==> src/include/tzrtc_params.svh <==
/*
 Offsets, field positions, reset values and timing counts of the
 interval timer with real-time-clock mode. Included by the package
 and the design modules; holds definitions only.
*/
`ifndef TZRTC_PARAMS_SVH
`define TZRTC_PARAMS_SVH

// Offsets are register indices; the byte address is four times one
`define TZRTC_MODE_OFFSET 12'hd8
`define TZRTC_COUNT_OFFSET 12'hd9
`define TZRTC_IRQ_STATUS_OFFSET 12'he0
`define TZRTC_IRQ_CLEAR_OFFSET 12'he4
`define TZRTC_IRQ_ENABLE_OFFSET 12'he8
`define TZRTC_POWER_OFFSET 12'hec

`define TZRTC_MODE_RUN_BIT 7
`define TZRTC_MODE_RATE_HI 6
`define TZRTC_MODE_RATE_LO 4
`define TZRTC_MODE_RTC_BIT 0
`define TZRTC_MODE_WMASK 8'hf1
`define TZRTC_MODE_RESET 8'h00
`define TZRTC_COUNT_RESET 8'h00
`define TZRTC_IRQ_OVF_BIT 0
`define TZRTC_IRQ_WAKE_BIT 1
`define TZRTC_IRQ_RESET 2'h0
`define TZRTC_VECTOR 8'h08

`define TZRTC_CLK_NS 10
`define TZRTC_RTC_DIV 64
`define TZRTC_LOSC_HZ 32768

`endif

==> src/include/tzrtc_pkg.sv <==
/*
 Types shared by the interval timer modules.
 Assumes tzrtc_params.svh sits in the include path.
*/
`include "tzrtc_params.svh"

package tzrtc_pkg;

	typedef enum logic [1:0] {
		tzrtc_normal,
		tzrtc_slow,
		tzrtc_green
	} tzrtc_power_t;

	typedef struct packed {
		logic run;
		logic [2:0] prescale_select;
		logic rtc_clock_select;
	} tzrtc_mode_t;

	// Overflow at bit 0, wake at bit 1, as software sees them
	typedef struct packed {
		logic wake;
		logic overflow;
	} tzrtc_event_t;

endpackage : tzrtc_pkg

==> src/rtl/tzrtc_prescaler.sv <==
/*
 Instruction-clock prescaler and low-speed oscillator divider.
 Assumes cpu_tick and losc_tick are one-cycle pclk pulses.
*/
`timescale 1ns/1ns
`include "tzrtc_params.svh"

module tzrtc_prescaler
	import tzrtc_pkg::*;
(
	input wire logic pclk,
	input wire logic presetn,
	input wire logic run,
	input wire logic [2:0] prescale_select,
	input wire logic rtc_mode,
	input wire logic cpu_tick,
	input wire logic losc_tick,
	output logic tick
);

	logic [7:0] cpu_div;
	logic [5:0] rtc_div;
	logic [7:0] sel_mask;

	// 000 -> /256, each step halves, 111 -> /2
	function automatic logic [7:0] rate_mask(input logic [2:0] sel);
		rate_mask = 8'hff >> sel;
	endfunction : rate_mask

	assign sel_mask = rate_mask(prescale_select);

	always_ff @(posedge pclk or negedge presetn)
	begin
		if (!presetn)
			cpu_div <= 8'h00;
		else if (!run)
			cpu_div <= 8'h00;
		else if (cpu_tick)
			cpu_div <= cpu_div + 8'h01;
	end

	always_ff @(posedge pclk or negedge presetn)
	begin
		if (!presetn)
			rtc_div <= 6'h00;
		else if (!run)
			rtc_div <= 6'h00;
		else if (losc_tick)
			rtc_div <= rtc_div + 6'h01;
	end

	// Rate field ignored in RTC mode
	always_comb
	begin
		if (!run)
			tick = 1'b0;
		else if (rtc_mode)
			tick = losc_tick && (rtc_div == 6'h3f);
		else
			tick = cpu_tick && ((cpu_div & sel_mask) == sel_mask);
	end

endmodule : tzrtc_prescaler

==> src/rtl/tzrtc_regs.sv <==
/*
 Sticky event status, write-only clear, enable, level interrupt.
 Assumes one-cycle event pulses and one-cycle clear strobes.
*/
`timescale 1ns/1ns
`include "tzrtc_params.svh"

module tzrtc_regs
	import tzrtc_pkg::*;
(
	input wire logic pclk,
	input wire logic presetn,
	input wire tzrtc_event_t set_event,
	input wire tzrtc_event_t clear_event,
	input wire logic enable_write,
	input wire tzrtc_event_t enable_data,
	output tzrtc_event_t status,
	output tzrtc_event_t enable,
	output logic irq
);

	// Set wins over a clear in the same cycle
	always_ff @(posedge pclk or negedge presetn)
	begin
		if (!presetn)
			status <= `TZRTC_IRQ_RESET;
		else
			status <= set_event | (status & ~clear_event);
	end

	always_ff @(posedge pclk or negedge presetn)
	begin
		if (!presetn)
			enable <= `TZRTC_IRQ_RESET;
		else if (enable_write)
			enable <= enable_data;
	end

	assign irq = |(status & enable);

endmodule : tzrtc_regs

==> src/rtl/tzrtc_timer.sv <==
/*
 8-bit up-counting interval timer with real-time-clock mode,
 APB register slave, overflow interrupt and green-mode wake-up.
 Assumes cpu_tick pulses once per instruction cycle and losc_tick once
 per low-speed oscillator cycle, both synchronous to pclk.
*/
// The APB register port was chosen for this implementation.
// Contract
// - Counting happens only while the run bit is set.
// - Count register rises by one per selected timer clock tick.
// - Rolling from 0xff to 0x00 sets the overflow flag.
// - Overflow flag stays set until software clears it.
// - No reload: count continues from zero after overflow.
// - Enabled overflow requests an interrupt to vector 8.
// - Counts in normal, slow and green; overflow in green wakes.
// - Wake-up returns to the mode used before green.
// - Rate field 000 divides by 256, down to 111 dividing by 2.
// - Mode bit 0 selects instruction clock or real-time clock.
// - Real-time clock is low-speed oscillator divided by 64.
// - Real-time-clock mode ignores rate; interval is half a second.
// - Real-time-clock mode exists only with the internal RC option.
// - Count register at 0xd9 is read/write and resets to zero.
`timescale 1ns/1ns
`include "tzrtc_params.svh"

module tzrtc_timer
	import tzrtc_pkg::*;
#(
	parameter bit INTERNAL_RC_WITH_RTC_OPTION = 1'b1
)
(
	input wire logic pclk,
	input wire logic presetn,
	input wire logic psel,
	input wire logic penable,
	input wire logic pwrite,
	input wire logic [11:0] paddr,
	input wire logic [31:0] pwdata,
	input wire logic [3:0] pstrb,
	output logic [31:0] prdata,
	output logic pready,
	output logic pslverr,
	input wire logic cpu_tick,
	input wire logic losc_tick,
	input wire logic enter_green,
	output logic irq,
	output logic [7:0] irq_vector,
	output logic green_active,
	output logic wake_pulse,
	output logic [1:0] power_mode
);

	tzrtc_mode_t mode;
	logic [7:0] timer_zero_count;
	logic tick;
	logic overflow;
	logic rtc_mode;
	logic setup_write;
	logic bus_write;
	logic bus_read;
	logic mapped;
	logic [7:0] wbyte;
	tzrtc_event_t status;
	tzrtc_event_t enable;
	tzrtc_event_t set_event;
	tzrtc_event_t clear_event;
	tzrtc_power_t power;
	tzrtc_power_t resume_mode;
	logic [7:0] next_count;

	function automatic logic hit(input logic [11:0] a, input logic [11:0] o);
		// One aligned word per register index
		hit = (a == {o[9:0], 2'b00});
	endfunction : hit

	// Slave answers in the first access cycle, no wait states
	assign pready = 1'b1;
	assign bus_write = psel && penable && pwrite;
	assign bus_read = psel && !pwrite;
	assign setup_write = bus_write && pstrb[0];
	assign wbyte = pwdata[7:0];

	always_comb
	begin
		mapped = hit(paddr, `TZRTC_MODE_OFFSET) ||
			hit(paddr, `TZRTC_COUNT_OFFSET) ||
			hit(paddr, `TZRTC_IRQ_STATUS_OFFSET) ||
			hit(paddr, `TZRTC_IRQ_CLEAR_OFFSET) ||
			hit(paddr, `TZRTC_IRQ_ENABLE_OFFSET) ||
			hit(paddr, `TZRTC_POWER_OFFSET);
	end

	assign pslverr = psel && penable && !mapped;

	// Without the option strap the source bit is held at zero
	always_ff @(posedge pclk or negedge presetn)
	begin
		if (!presetn)
			mode <= tzrtc_mode_t'(5'(`TZRTC_MODE_RESET));
		else if (setup_write && hit(paddr, `TZRTC_MODE_OFFSET))
		begin
			mode.run <= wbyte[`TZRTC_MODE_RUN_BIT];
			mode.prescale_select <=
				wbyte[`TZRTC_MODE_RATE_HI:`TZRTC_MODE_RATE_LO];
			mode.rtc_clock_select <= wbyte[`TZRTC_MODE_RTC_BIT] &&
				INTERNAL_RC_WITH_RTC_OPTION;
		end
	end

	assign rtc_mode = mode.rtc_clock_select;

	tzrtc_prescaler u_prescaler (
		.pclk(pclk),
		.presetn(presetn),
		.run(mode.run),
		.prescale_select(mode.prescale_select),
		.rtc_mode(rtc_mode),
		.cpu_tick(cpu_tick),
		.losc_tick(losc_tick),
		.tick(tick)
	);

	// A write in the same cycle as a tick wins; counting resumes after
	always_comb
	begin
		next_count = timer_zero_count;
		if (setup_write && hit(paddr, `TZRTC_COUNT_OFFSET))
			next_count = wbyte;
		else if (tick)
			next_count = timer_zero_count + 8'h01;
	end

	assign overflow = tick && (timer_zero_count == 8'hff) &&
		!(setup_write && hit(paddr, `TZRTC_COUNT_OFFSET));

	always_ff @(posedge pclk or negedge presetn)
	begin
		if (!presetn)
			timer_zero_count <= `TZRTC_COUNT_RESET;
		else
			timer_zero_count <= next_count;
	end

	// Green mode: timer keeps counting, overflow wakes the system
	always_ff @(posedge pclk or negedge presetn)
	begin
		if (!presetn)
		begin
			power <= tzrtc_normal;
			resume_mode <= tzrtc_normal;
		end
		else
		begin
			unique case (power)
				tzrtc_normal, tzrtc_slow:
				begin
					if (enter_green)
					begin
						resume_mode <= power;
						power <= tzrtc_green;
					end
					else if (setup_write && hit(paddr, `TZRTC_POWER_OFFSET))
						power <= wbyte[0] ? tzrtc_slow : tzrtc_normal;
				end
				tzrtc_green:
				begin
					if (overflow)
						power <= resume_mode;
				end
			endcase
		end
	end

	always_ff @(posedge pclk or negedge presetn)
	begin
		if (!presetn)
			wake_pulse <= 1'b0;
		else
			wake_pulse <= overflow && (power == tzrtc_green);
	end

	assign green_active = (power == tzrtc_green);
	assign power_mode = power;

	assign set_event.overflow = overflow;
	assign set_event.wake = overflow && (power == tzrtc_green);
	assign clear_event = (setup_write &&
		hit(paddr, `TZRTC_IRQ_CLEAR_OFFSET)) ? wbyte[1:0] : 2'b00;

	tzrtc_regs u_regs (
		.pclk(pclk),
		.presetn(presetn),
		.set_event(set_event),
		.clear_event(clear_event),
		.enable_write(setup_write && hit(paddr, `TZRTC_IRQ_ENABLE_OFFSET)),
		.enable_data(wbyte[1:0]),
		.status(status),
		.enable(enable),
		.irq(irq)
	);

	// Vector registered from the request, so it rises and falls one cycle after it
	always_ff @(posedge pclk or negedge presetn)
	begin
		if (!presetn)
			irq_vector <= 8'h00;
		else
			irq_vector <= (|(status & enable)) ? `TZRTC_VECTOR : 8'h00;
	end

	// Read data registered during setup, valid in access phase
	always_ff @(posedge pclk or negedge presetn)
	begin
		if (!presetn)
			prdata <= 32'h0000_0000;
		else if (bus_read && !penable)
		begin
			prdata <= 32'h0000_0000;
			if (hit(paddr, `TZRTC_MODE_OFFSET))
				prdata[7:0] <= {mode.run, mode.prescale_select, 3'h0,
					mode.rtc_clock_select};
			else if (hit(paddr, `TZRTC_COUNT_OFFSET))
				prdata[7:0] <= timer_zero_count;
			else if (hit(paddr, `TZRTC_IRQ_STATUS_OFFSET))
				prdata[1:0] <= status;
			else if (hit(paddr, `TZRTC_IRQ_ENABLE_OFFSET))
				prdata[1:0] <= enable;
			else if (hit(paddr, `TZRTC_POWER_OFFSET))
				prdata[1:0] <= power;
		end
	end

endmodule : tzrtc_timer

==> config.mk <==
export PLATFORM = sky130hd
export DESIGN_NAME = tzrtc_timer
export DESIGN_NICKNAME = d
export VERILOG_FILES = /design/src/include/tzrtc_pkg.sv /design/src/rtl/tzrtc_prescaler.sv /design/src/rtl/tzrtc_regs.sv /design/src/rtl/tzrtc_timer.sv
export VERILOG_INCLUDE_DIRS = /design/src /design/src/include
export SDC_FILE = /design/constraint.sdc
export NUM_CORES = 1
export LEC_CHECK = 0
export ABC_CLOCK_PERIOD_IN_PS = 3100
export CAP_MARGIN = 20
export CORE_MARGIN = 2
export CORE_UTILIZATION = 68
export CTS_CLUSTER_SIZE = 16
export DETAILED_ROUTE_END_ITERATION = 8
export DONT_BUFFER_PORTS = 1
export GPL_TIMING_DRIVEN = 0
export PLACE_DENSITY = 0.91
export SETUP_SLACK_MARGIN = 0.02
export SLEW_MARGIN = 20
export SYNTH_ARGS = -nofsm -noshare
export SYNTH_HDL_FRONTEND = slang
export SYNTH_SLANG_ARGS = --single-unit
==> constraint.sdc <==
create_clock -name pclk -period 3.1 [get_ports pclk]
set_input_delay 0.155 -clock pclk [delete_from_list [all_inputs] [get_ports pclk]]
set_output_delay 0.155 -clock pclk [all_outputs]
set_load 0.05 [all_outputs]
==> results of run 1 <==
-- Yosys cell counts (5+ instances only) --
cell type / instances
dfrtp_1: 45
buf_4: 33
nand2_1: 26
a21oi_1: 14
xnor2_1: 14
nor2_1: 13
o21ai_0: 12
and2_1: 11
mux2i_1: 10
nand4_1: 9
mux2_2: 7
clkbuf_1: 5
-- sequential cells by signal, summed over array words and instances, names as in the netlist, 2 cells and up --
signal,count
u_prescaler.cpu_div,8
mode,4
u_regs.status,2
resume_mode,2
timer_zero_count,8
prdata,8
power_mode,2
u_regs.enable,2
u_prescaler.rtc_div,6
-- final timing paths --
check	end	slack, ns	cells after the start	from
worst max-delay path	timer_zero_count[6]	1.0	6	mode[4]
worst min-delay path	timer_zero_count[2]	0.01	2	pwdata[2]
worst max register to register	timer_zero_count[6]	1.0	6	mode[4]
worst min register to register	resume_mode[0]	0.52	1	resume_mode[0]
max in group asynchronous	prdata[0]	2.56	2	presetn
min in group asynchronous	timer_zero_count[2]	0.33	2	presetn
-- power by group through the flow --
stage          combinational (mW)  sequential [mW]  clock (mW)
4_1_cts                     0.156            0.587       0.369
6_report                    0.160            0.587       0.364
3_5_place_dp                0.138            0.599           0
3_3_place_gp                0.137            0.599           0
2_1_floorplan               0.135            0.599           0
5_1_grt                     0.168            0.587       0.399
-- metal layers --
metal / track usage / vias up
met5: 0 / -
met4: 0.133 / 0
met3: 0.0698 / 17
met2: 0.404 / 80
met1: 0.351 / 898
li1: - / 950
-- cell families (layout without fill, tap and decap cells) --
logic type | after synthesis | after routing
buffers and inverters | 44 | 58
AOI/OAI and AO/OA | 48 | 48
adders and majority gates | 4 | 4
DFF | 45 | 45
and+or+nand+nor | 88 | 88
muxes | 17 | 17
other | 2 | 32
xor gates and xnor gates | 16 | 16
-- critical path, cell delays in order, from the launching register on --
cell,delay (ns)
dfrtp_1,0.54
nand4b_1,0.17
a211oi_2,0.27
o211ai_2,0.21
a2111oi_1,0.52
xnor2_1,0.18
a21oi_1,0.08
-- cell type report --
class                   instances  share of cell area
multi-input cells             205               0.441
flip-flops and latches         45               0.382
plain buffers                  40              0.0939
clock buffers                   6              0.0280
repair buffers                  7              0.0272
well taps                      48              0.0204
inverters                       4             0.00510
clock inverters                 1             0.00255
-- metrics by stage --
stage	instances	worst slack [ns]	hold WS [ns]	utilization	total power, mW
floorplan	294	1.18	-0.141	-	0.734
global placement	342	1.06	-0.140	0.757	0.736
detailed placement	342	1.04	-0.140	0.758	0.737
CTS	353	1.01	0.00119	0.796	1.11
global route	356	0.854	0.00222	0.805	1.15
finish	356	1.00	0.00980	0.805	1.11
==> results.cfg, run 1 <==
[outcome]
status = complete, no violations

[yosys]
synth-compound-area-share = 0.126
async_flop_share = 1.00
synth_cells = 264
synth.ff_latch_count = 45
yosysTopAreaCellShare = 0.434
ys_warn_count = 0
synth_fa_ha_area_frac = 0.0183
yosysTopAreaCell = dfrtp_1
syn_area_mm2 = 0.00260
syn_avg_cell_area_um2 = 9.84
synth_top_family_by_area = simple AND/OR/NAND/NOR gates
synth_xor_area_frac = 0.0539
synth.distinct_cells = 48
synth_flop_cell = dfrtp_1
muxShareOfSynthArea = 0.0689
synth_edf_count = 0
yosysSeqAreaShare = 0.434
synthSimpleGateAreaFrac = 0.184
yosys-top-cells-area = dfrtp_1 (43%), buf_4 (9.5%), xnor2_1 (4.7%)

[placed_design]
gp_congestion = 0.890
io_buffers = 0
post_dp_cell_area_mm2 = 0.00278
dp.final_hpwl_um = 3800

[hold_path]
hold_class = primary input to flop

[power]
switching_share = 0.273
switchingPower_uw = 303
p_int_uw = 807
power.share.clock = 0.328
seq_power_share = 0.529
p_comb_frac = 0.144
peakVddDrop_mv = 0.343
p_leak_nw = 1.37
p_per_area_mw_per_mm2 = 377

[grt]
grt_pass1_vias = 1864
antenna_found_initial = 0
grt_max_degree = 46
grt_pass1_wl_um = 8540
grt.overflow.total = 0
grtUsageTotal = 0.265

[detailed_routing]
dr.pass1.iters = 4
wl_per_cell_um = 14.6
drc = 0
met1_length_um = 2220
route.met3.wl_um = 332
dr.first_iter.drc_count = 151
wirelength_um = 5200
vias_per_cell = 5.46
top_layer_used = met4
num_vias = 1945
met2_length_um = 2490
drtAntennaViolNets = 0

[layout]
seqCellArea_mm2 = 0.00113
final_cell_mix = dfrtp_1 (45), buf_4 (33), conb_1 (32)
syn2layout_area_growth_pct = 13.4
post-route-cell-area_mm2 = 0.00295
layout_commonest_cell = dfrtp_1
final_nets = 367
drive_gt1_frac = 0.188
fill_cells = 246
multi_input_area_mm2 = 0.00130
antenna_cells = 0

[floorplanning]
die_area_mm2 = 0.00433
initial_core_util = 0.710
die_h_um = 65.8
rows = 22
top_level_ports = 103
die_w_um = 65.8
core_mm2 = 0.00366

[timing]
tightestPinTransition_ns = 0.857
setup_violations = 0
final_hold_viol_count = 0
fmax_mhz = 476
finalCriticalPeriod_ns = 2.10
min_period_over_period = 0.677
skew_ns = 0.00827
drv_slew = 0
fin_tns_setup_ns = 0
rsz0062_at_grt = no
maxSlewHeadroom = 0.425

[critical_path]
path_class = flop to flop
cp_max_fo = 9
endpoint_kind = flop
crit_required_ns = 3.28
cp-start-kind = flop
arrival_ns = 2.28

[job]
max-cap-violations = 0

[clock_tree]
cts_resized = 0
cts.sinks = 45
cts_tree = built
htreeDepth = 2
root_buffer = clkbuf_8
clock_latency_ns = 0.30
ctsHoldBuffers = 4
cts_buffers = 5
cts_setup_buffers = 0
path_clk_slew_ns = 0.08
cts_buffer_depth = 2
(Power assumes the default switching activity.)
==> run 2: changes to the inputs <==
- ABC_CLOCK_PERIOD_IN_PS: 3100 -> 2100
- CORE_UTILIZATION: 68 -> 63
- PLACE_DENSITY: 0.91 -> 0.86
- clock period: 3.1 -> 2.1 ns (I/O delays scaled with it)
==> results.cfg, run 2 (synthesis results as in run 1) <==
[layout]
antenna_cells = 0
final_cell_mix = dfrtp_1 (44), buf_4 (33), conb_1 (32)
final_nets = 370
post-route-cell-area_mm2 = 0.00304
drive_gt1_frac = 0.199
postLayoutCoreUtil = 0.766
largestRegisters = prdata (8), timer_zero_count (8), u_prescaler.cpu_div (8)
syn2layout_area_growth_pct = 17.1
layout_commonest_cell = dfrtp_1
fill_cells = 272

[placed_design]
dp.final_hpwl_um = 3670
post_dp_cell_area_mm2 = 0.00278
gp_congestion = 0.902
io_buffers = 0
place_ws_ns = 0.0690

[clock_tree]
cts_buffers = 5
htreeDepth = 2
cts.sinks = 45
path_clk_slew_ns = 0.08
cts_tree = built
cts_buffer_depth = 2
root_buffer = clkbuf_8
clock_latency_ns = 0.29

[detailed_routing]
dr.first_iter.drc_count = 130
dr.pass1.iters = 4
wirelength_um = 5300
drc = 0
wl_per_cell_um = 14.6
num_vias = 2010
drtAntennaViolNets = 0
vias_per_cell = 5.55

[floorplanning]
die_h_um = 68.2
die_area_mm2 = 0.00465
die_w_um = 68.2
initial_core_util = 0.654
rows = 23
top_level_ports = 103
core_mm2 = 0.00397

[power]
p_per_area_mw_per_mm2 = 584
peakVddDrop_mv = 0.417
p_leak_nw = 1.39
switching_share = 0.254
p_comb_frac = 0.139
p_int_mw = 1.33
seq_power_share = 0.488
power.share.clock = 0.373
switchingPower_uw = 451

[grt]
antenna_found_initial = 0
grt_pass1_wl_um = 8230
grt_pass1_vias = 1855
grtUsageTotal = 0.238
grt.overflow.total = 0
grt_max_degree = 46

[critical_path]
arrival_ns = 2.22
cpMaxStageDelayCell = dfrtp_1
cp_cell_sequence = nand4b_1, a211oi_2, o211ai_4, a2111oi_2, xnor2_1, a21oi_1
crit_path_max_incr_delay_ns = 0.45
crit_required_ns = 2.27
critPathTopFamily = compound AO/OA/AOI/OAI gates
cp-start-kind = flop
path_buf_inv = 0
path_class = flop to flop
cp_max_fo = 7
endpoint_kind = flop

[timing]
finalCriticalPeriod_ns = 2.04
drv_slew = 0
setup_violations = 0
fin_tns_setup_ns = 0
tightestPinTransition_ns = 0.863
min_period_over_period = 0.973
skew_ns = 0.00208
fmax_mhz = 489
rsz0062_at_grt = no
layout_setup_ws_ns = 0.0560
maxSlewHeadroom = 0.421
final_hold_viol_count = 0

[job]
max-cap-violations = 0

[hold_path]
hold_class = primary input to flop

[outcome]
status = complete, no violations
## run 2: cell count changes in the layout (fill, tap and decap cells not counted), sizes merged
cell | before | now
bufinv | 0 | 1
clkinvlp | 1 | 0
dlygate4sd3 | 6 | 10
## run 2: worst reg2reg max path, stage by stage, from the launching register on
cell and delay (ns):
dfrtp_1 0.45, nand4b_1 0.24, a211oi_2 0.34, o211ai_4 0.19, a2111oi_2 0.42, xnor2_1 0.18
a21oi_1 0.10
## run 2: area by class of cell
cell class                      instances  area [µm²]  area share
Buffer                                 39         273      0.0897
Clock buffer                            7        86.3      0.0284
Clock inverter                          1        30.0     0.00988
Inverter                                4        15.0     0.00494
Multi-Input combinational cell        205        1320       0.434
Sequential cell                        45        1130       0.371
Tap cell                               50        62.6      0.0206
Timing Repair Buffer                   11         128      0.0420
## run 2: final timing paths
check                               start                endpoint  slack, ns  cells past startpoint
hold / removal                  pwdata[1]        u_regs.status[1]       0.01                      2
setup reg to reg                 rtc_mode     timer_zero_count[6]       0.06                      6
min in group asynchronous         presetn  u_prescaler.rtc_div[5]       0.32                      2
max in group asynchronous         presetn                 mode[4]       1.57                      2
setup / recovery                 rtc_mode     timer_zero_count[6]       0.06                      6
hold reg to reg            resume_mode[1]          resume_mode[1]       0.50                      1
## run 2: per-layer routing
metal,routed length (µm),track usage,part of all wire
met1,2190,0.311,0.41
met2,2630,0.391,0.50
met3,433,0.0609,0.082
met4,42,0.0675,0.0079
met5,0,0,0
## run 2: power by group through the flow
stage | combinational (mW) | clock, mW | sequential, mW
after floorplan | 0.199 | 0 | 0.884
after global placement | 0.203 | 0 | 0.884
after detailed placement | 0.204 | 0 | 0.884
after CTS | 0.245 | 0.677 | 0.866
after global routing | 0.262 | 0.714 | 0.866
final | 0.247 | 0.663 | 0.866
## run 2: what timing repair did
action                     4_1_cts  5_1_grt
buffers inserted                 0        0
hold endpoints to repair        62        0
setup endpoints to repair        1        3
resized for setup                2        3
gates cloned                     0        0
hold buffers                    11        0
## run 2: stage by stage
stage | hold slack (ns) | power [mW] | cells
floorplan | -0.191 | 1.08 | 294
global placement | -0.190 | 1.09 | 344
detailed placement | -0.190 | 1.09 | 344
CTS | 0.00534 | 1.79 | 363
global route | 0.0271 | 1.84 | 362
finish | 0.0115 | 1.78 | 362
